**src/design/cpu_mode_pkg.sv**
```systemverilog
package cpu_mode_pkg;
    localparam logic [11:0] CPU_MODE_STACK_BANK_ADDR = 12'h0f84;
    localparam logic [3:0] CPU_MODE_STACK_BANK_RESET = 4'h8;
    localparam int MODE_BIT = 3;
    localparam int BANK_HI_BIT = 1;
    localparam int BANK_LO_BIT = 0;
    localparam int RSVD_BIT = 2;
    localparam logic [2:0] FRAME_BYTES_LEGACY = 3'h2;
    localparam logic [2:0] FRAME_BYTES_EXTENDED = 3'h3;
    localparam logic [2:0] CYCLES_CALL_LONG_LEGACY = 3'h3;
    localparam logic [2:0] CYCLES_CALL_FIXED_LEGACY = 3'h2;
    localparam logic [2:0] CYCLES_EXTRA_EXTENDED = 3'h1;
    typedef enum logic [2:0] {
        OP_OTHER,
        OP_JUMP_EXTENDED,
        OP_SUBROUTINE_JUMP_EXTENDED,
        OP_SUBROUTINE_JUMP_LONG,
        OP_SUBROUTINE_JUMP_FIXED_AREA
    } op_class_type;
    typedef enum logic {
        EXTENDED_PROGRAM_MODE,
        LEGACY_COMPAT_MODE
    } cpu_mode_type;
endpackage

```
**src/design/call_timing.sv**
```systemverilog
module call_timing
    import cpu_mode_pkg::*;
(
    input wire logic legacy,
    input wire op_class_type op,
    output logic [2:0] frame_bytes,
    output logic [2:0] call_cycles,
    output logic is_call,
    output logic op_legal
);
    always_comb begin
        is_call = (op == OP_SUBROUTINE_JUMP_LONG) || (op == OP_SUBROUTINE_JUMP_FIXED_AREA)
            || (op == OP_SUBROUTINE_JUMP_EXTENDED);
        frame_bytes = legacy ? FRAME_BYTES_LEGACY : FRAME_BYTES_EXTENDED; // [RULE3]
        op_legal = 1'b1;
        call_cycles = 3'h0;
        unique case (op)
            OP_SUBROUTINE_JUMP_LONG: begin
                call_cycles = legacy ? CYCLES_CALL_LONG_LEGACY
                    : CYCLES_CALL_LONG_LEGACY + CYCLES_EXTRA_EXTENDED; // [RULE4]
            end
            OP_SUBROUTINE_JUMP_FIXED_AREA: begin
                call_cycles = legacy ? CYCLES_CALL_FIXED_LEGACY
                    : CYCLES_CALL_FIXED_LEGACY + CYCLES_EXTRA_EXTENDED; // [RULE4]
            end
            OP_JUMP_EXTENDED, OP_SUBROUTINE_JUMP_EXTENDED: begin
                op_legal = !legacy; // [RULE5]
            end
            OP_OTHER: begin
                op_legal = 1'b1;
            end
            default: begin
                op_legal = 1'b0;
            end
        endcase
    end
endmodule // call_timing

```
**src/design/cpu_mode_stack_bank_select.sv**
```systemverilog
// Behaviour
// [RULE1] Register bit 3 selects mode: 0 extended, 1 legacy.
// [RULE2] Reset loads bit 3 high, so the CPU starts in legacy mode.
// [RULE3] Calls push 2 bytes in legacy mode, 3 bytes in extended mode.
// [RULE4] Long call 3 cycles, fixed-area call 2; extended adds one.
// [RULE5] Extended jump and extended call are accepted only in extended mode.
// [RULE6] The register is written by a 4-bit memory operation.
// [RULE7] Software initialises the register to 100x or 000x at program start.
// [RULE8] Bits 1-0 pick stack bank 0 or 1; other values, bit 2 set prohibited.
module cpu_mode_stack_bank_select
    import cpu_mode_pkg::*;
(
    input wire logic clk,
    input wire logic resetn,
    input wire logic [11:0] mem_addr,
    input wire logic mem_wr,
    input wire logic mem_rd,
    input wire logic [3:0] mem_wdata,
    output logic [3:0] mem_rdata,
    output logic mem_hit,
    input wire op_class_type op_class,
    input wire logic op_valid,
    output logic legacy_compat_mode,
    output logic stack_bank,
    output logic [2:0] push_bytes_reg,
    output logic [2:0] call_cycles_reg,
    output logic op_accept_reg,
    output logic op_illegal_reg,
    output logic setting_error_reg
);
    ////////////////////////////////////////////////////////////////////////
    // Register
    logic [3:0] stack_bank_select_reg;
    logic sel;
    logic [2:0] frame_bytes;
    logic [2:0] call_cycles;
    logic is_call;
    logic op_legal;

    assign sel = (mem_addr == CPU_MODE_STACK_BANK_ADDR);
    assign mem_hit = sel && (mem_wr || mem_rd);

    always_ff @(posedge clk or negedge resetn) begin
        if (!resetn) begin
            stack_bank_select_reg <= CPU_MODE_STACK_BANK_RESET; // [RULE2]
        end else if (sel && mem_wr) begin
            stack_bank_select_reg <= mem_wdata; // [RULE6]
        end
    end

    always_comb begin
        mem_rdata = (sel && mem_rd) ? stack_bank_select_reg : 4'h0;
    end

    assign legacy_compat_mode = stack_bank_select_reg[MODE_BIT]; // [RULE1]
    assign stack_bank = stack_bank_select_reg[BANK_LO_BIT]; // [RULE8]

    // Flags a prohibited setting written by software
    always_ff @(posedge clk or negedge resetn) begin
        if (!resetn) begin
            setting_error_reg <= 1'b0;
        end else if (sel && mem_wr) begin
            setting_error_reg <= mem_wdata[RSVD_BIT] || mem_wdata[BANK_HI_BIT]; // [RULE8]
        end
    end

    ////////////////////////////////////////////////////////////////////////
    // Decode
    call_timing i_call_timing (
        .legacy(legacy_compat_mode),
        .op(op_class),
        .frame_bytes(frame_bytes),
        .call_cycles(call_cycles),
        .is_call(is_call),
        .op_legal(op_legal)
    );

    always_ff @(posedge clk or negedge resetn) begin
        if (!resetn) begin
            op_accept_reg <= 1'b0;
            op_illegal_reg <= 1'b0;
            push_bytes_reg <= 3'h0;
            call_cycles_reg <= 3'h0;
        end else begin
            op_accept_reg <= op_valid && op_legal; // [RULE5]
            op_illegal_reg <= op_valid && !op_legal; // [RULE5]
            push_bytes_reg <= (op_valid && op_legal && is_call) ? frame_bytes : 3'h0; // [RULE3]
            call_cycles_reg <= op_valid ? call_cycles : 3'h0; // [RULE4]
        end
    end
endmodule // cpu_mode_stack_bank_select

```
**config.mk**
```make
export PLATFORM = sky130hd
export DESIGN_NAME = cpu_mode_stack_bank_select
export DESIGN_NICKNAME = d
export VERILOG_FILES = /design/src/design/cpu_mode_pkg.sv /design/src/design/call_timing.sv /design/src/design/cpu_mode_stack_bank_select.sv
export SDC_FILE = /design/constraint.sdc
export NUM_CORES = 1
export LEC_CHECK = 0
export BUFFER_PORTS_ARGS = -buffer_cell sky130_fd_sc_hd__buf_4
export CORE_MARGIN = 4
export CORE_UTILIZATION = 42
export DETAILED_ROUTE_END_ITERATION = 8
export HOLD_SLACK_MARGIN = 0.15
export MAX_ROUTING_LAYER = met4
export PLACE_DENSITY_LB_ADDON = 0.25
export SETUP_SLACK_MARGIN = 0.2
export SYNTH_ARGS = -nofsm -noshare
export SYNTH_HDL_FRONTEND = slang
export SYNTH_SLANG_ARGS = --single-unit
```
**constraint.sdc**
```tcl
create_clock -name clk -period 1.57 [get_ports clk]
set_input_delay 0.0785 -clock clk [delete_from_list [all_inputs] [get_ports clk]]
set_output_delay 0.0785 -clock clk [all_outputs]
set_load 0.05 [all_outputs]
```
# Word level (Yosys, flattened, before mapping)
# Cells that the tools add are included.
# word_totals
register_bits,13
in_bits,24
out_inout_bits,16
word_cells,33
# classes
eq_ne,5
muxes,7
reduce_logical,15
# op_table
op,n
equality test 12 bit (second input constant),1
two-way mux 3 bit,3
equality test 3 x 2 -> 1 bit (second input constant),2
logical AND 1 bit,6
one-hot mux 3 bit (2 select lines),1
logical OR 1 bit,4
two-way mux 4 bit,1
equality test 3 x 1 -> 1 bit (second input constant),1
equality test 3 bit (second input constant),1
logical NOT 3 bit,1
OR reduction 3 bit,1
logical NOT 1 bit,2
one-hot mux 1 bit (2 select lines),1
OR reduction 2 bit,1
two-way mux 1 bit,1

# Longest topological paths before layout
# depth
depth_word,6
mapped_depth,3
ltp_nobuf,3

# Hierarchy
# A second synthesis with hierarchy kept.
# unflattened
cells_unflattened,57
area_unflattened_um2,648.1
# by_module_without_submodules
module,instances,cells_each,area_each_um2,seq_area_each_um2
cpu_mode_stack_bank_select,1,42,559.3,326.6
call_timing,1,15,88.8,0.0

# Worst setup path after synthesis
# Ideal clock, no wire load.
# synth_path
path_type,flip-flop to output port
startpoint,reg stack_bank_select_reg[3]
endpoint,out mem_rdata[3]
arrival_ns,1.190
setup_slack_ns,0.301
path_stages_with_launch,2
path_buffers,0
cell_sequence,dfstp_2 -> and2_1
# synth_between
elab_chain_len,1
# synth_lines
element,line,rtl
from (decl),cpu_mode_stack_bank_select.sv:33,logic [3:0] stack_bank_select_reg;
from (signal assigned),cpu_mode_stack_bank_select.sv:47,stack_bank_select_reg <= mem_wdata;
two-way mux 4 bit,cpu_mode_stack_bank_select.sv:52,mem_rdata = (sel && mem_rd) ? stack_bank_select_reg : 4'h0;
to (decl),cpu_mode_stack_bank_select.sv:19,"output logic [3:0] mem_rdata,"
# No other way between the ends.

# Worst setup path after layout
# layout_path
startpoint,in op_class[0]
endpoint,reg call_cycles_reg[0]
# layout_between
elab_chain_len,3
word_cells_on_any_way,4
# layout_lines
element,line,rtl
from (decl),cpu_mode_stack_bank_select.sv:21,"input wire op_class_type op_class,"
equality test 3 bit / equality test 3 x 2 -> 1 bit (equally long branches),call_timing.sv:17,unique case (op)
one-hot mux 3 bit (2 select lines) *,call_timing.sv:17,
two-way mux 3 bit *,cpu_mode_stack_bank_select.sv:88,call_cycles_reg <= op_valid ? call_cycles : 3'h0;
to (signal assigned),cpu_mode_stack_bank_select.sv:88,
to (decl),cpu_mode_stack_bank_select.sv:26,"output logic [2:0] call_cycles_reg,"
# Every way passes the cells marked *; elsewhere a longest branch is shown, timed or not.
# A chain may end at the register's enable or synchronous reset.

==> metrics.md <==
| Metric | Value |
|---|---|
| Critical path, cell by cell | dlygate4sd3_1, buf_4, or3b_2, o21ai_1, and2_1 |
| Htree depth | 1 |
| Initial antenna violation count | 0 |
| Clock Power Share | 0.336 |
| Worst-skew pair later-pin latency | 0.27 ns |
| DR DRC count | 0 |
| Comb pwr share | 0.217 |
| Layout cells sized above 1 | 0.5000 |
| Syn. warnings | 0 |
| Worst slack, placed | 0.2955 ns |
| Internal Power | 536.5 uW |
| Grt total ovfl | 0 |
| Buf/Inv on CP | 2 |
| Slowest cell on crit path | dlygate4sd3_1 |
| DRT iter0 DRCs | 0 |
| Vias in the first global route | 604 |
| Post-route ant nets | 0 |
| Area growth, synth to finish | 74.69% |
| F_max | 757.3 MHz |
| CTS tree | done |
| Multi-input logic area | 282.8 um^2 |
| Switching pwr | 180.3 uW |
| Final period util | 0.8410 |
| Vias | 574 |
| Initial Util | 0.4522 |
| # rows | 13 |
| Most frequent cells in the layout | buf_4 (39), dfrtp_1 (11), dlygate4sd3_1 (11), and2_1 (6) |
| Core Area | 1334 um^2 |
| Netlist cell types | 25 |
| Unrepaired setup endpoints after global routing | no |
| Nets@finish | 127 |
| Post-DP HPWL | 1220 um |
| Syn_area_per_cell | 12.31 um^2 |
| Synth Register Bits | 12 |
| WP data arrival | 1.53 ns |
| Most common cell after layout, fill and taps aside | buf_4 |
| Max Cap Viol | 0 |
| Sw Share | 0.2515 |
| Status | completed |
| Setup Crit Path Kind | primary input to flop |
| N_diodes | 0 |
| Delay-heaviest family, CP | buffers and inverters |
| Sequential Area | 301.5 um^2 |
| Vias/cell | 4.906 |
| Final Skew | 0.0008678 ns |
| CTS Buf Count | 3 |
| Final setup fails | 0 |
| DRT Pass-1 Iters | 1 |
| Largest net degree at the start of global routing | 13 |
| Syn Std Cell Area | 603.1 um^2 |
| CP max FO | 6 |
| I/O pins | 40 |
| Sequential Power Share | 0.447 |
| Syn Nets | 73 |
| IO buf count | 38 |
| Setup TNS | 0 ns |
| Final min period | 1.320 ns |
| Reg clk slew, reported paths | 0.07 ns |
| P_leak | 0.5582 nW |
| Slowest stage delay, CP | 0.54 ns |
| Max reg flops | 4 |
| Share of the yosys chip area belonging to registers | 0.5000 |
| Die Y | 45.90 um |
| Number of fill cells | 90 |
| Final Hold Viols | 0 |
| Clock Sinks | 12 |
| Clk buf depth | 2 |
| GRT Total Usage | 0.1912 |
| First-pass GRT wire length | 2642 um |
| Startpoint Class | primary input |
| CP endpoint kind | flop |
| Die width | 45.90 um |
| Die ar. | 2106 um^2 |
| Setup ws final | 0.2496 ns |
| Clock root cell | clkbuf_4 |
| Routability cong. | 0.7228 |
| WL/cell | 14.12 um |
| Critical Path RT | 1.78 ns |
| Post-Route WL | 1652 um |
| Final Max Tran Viols | 0 |
| Hold WC Path Type | primary input to async pin |
| Max IR drop VDD | 0.6536 mV |
| Cells after Synth | 49 |
| Cell Pwr Density | 680.4 nW/um^2 |
synth_stat cells (all sizes together):
cell type	count	share of area
dfrtp	11	0.46
and2	6	0.062
mux2	4	0.075
a21oi	3	0.025
inv	3	0.019
and4	2	0.031
nand2b	2	0.021
nor2	2	0.012
nor4b	2	0.079
a21boi	1	0.012
a21o	1	0.012
buf	1	0.012
conb	1	0.0062
dfstp	1	0.044
mux2i	1	0.017
nand2	1	0.0062
nand4	1	0.035
nand4b	1	0.015
nor3	1	0.0083
o2111a	1	0.019
o21ai	1	0.0083
o22ai	1	0.010
or3b	1	0.015
kinds of logic (layout without fill, tap and decap cells):
group           after synthesis  count (layout)  share of synthesized area
compound gates                8               8                    0.08714
simple gates                 19              19                     0.2842
other cells                   1               1                   0.006218
buf+inv                       4              57                    0.03112
mux                           5               5                    0.09128
flops                        12              12                     0.5000
worst paths after layout:
path	cells after the start	startpoint	slack [ns]	end
max	5	op_class[0]	0.25	call_cycles_reg[0]
min	2	resetn	0.18	stack_bank_select_reg[1]
max reg2reg	3	stack_bank_select_reg[3]	0.39	op_accept_reg
min reg2reg	1	stack_bank_select_reg[2]	0.50	stack_bank_select_reg[2]
max in group asynchronous	2	resetn	1.16	stack_bank_select_reg[3]
min in group clk	4	mem_addr[5]	0.19	setting_error_reg
cell type report:
class,count,area share
inverters,3,0.01069
clock buffers,4,0.03444
flip-flops and latches,12,0.2862
well taps,15,0.01781
repair buffers,50,0.3824
multi-input cells,33,0.2684
power groups by stage:
stage,logic (mW),registers (mW),clock network (mW)
finish,0.156,0.320,0.241
global route,0.167,0.321,0.260
CTS,0.154,0.320,0.245
detailed placement,0.132,0.326,0
global placement,0.129,0.325,0
floorplan,0.0281,0.355,0
metrics by stage:
stage	total power, mW	cell area (um^2)	hold WS (ns)	cells	util
global placement	0.4548	899.6	-0.07899	101	0.6745
CTS	0.7197	1046	0.1810	116	0.7842
finish	0.7168	1054	0.1830	117	0.7899
global route	0.7480	1054	0.1937	117	0.7899
detailed placement	0.4581	899.6	-0.07721	101	0.6745
floorplan	0.3828	603.1	-0.2171	49	-
timing repair:
action / CTS / global route
resized for setup: 0 / 1
endpoints found under the hold margin: 24 / 0
hold buffers: 11 / 0
buffers inserted: 0 / 1
setup endpoints to repair: 0 / 2
worst register-to-register path: stages (launching register included):
cell,delay [ns]
dfstp_2,0.60
a21boi_0,0.20
o22ai_1,0.12
and2_1,0.17
routing by layer:
layer,vias up,routed length [um],GRT usage
met5,-,0,-
met1,266,544,0.1556
li1,280,-,-
met3,4,130,0.03557
met4,0,42,0.1023
met2,24,935,0.3819
Power figures use the tool's default switching activity.
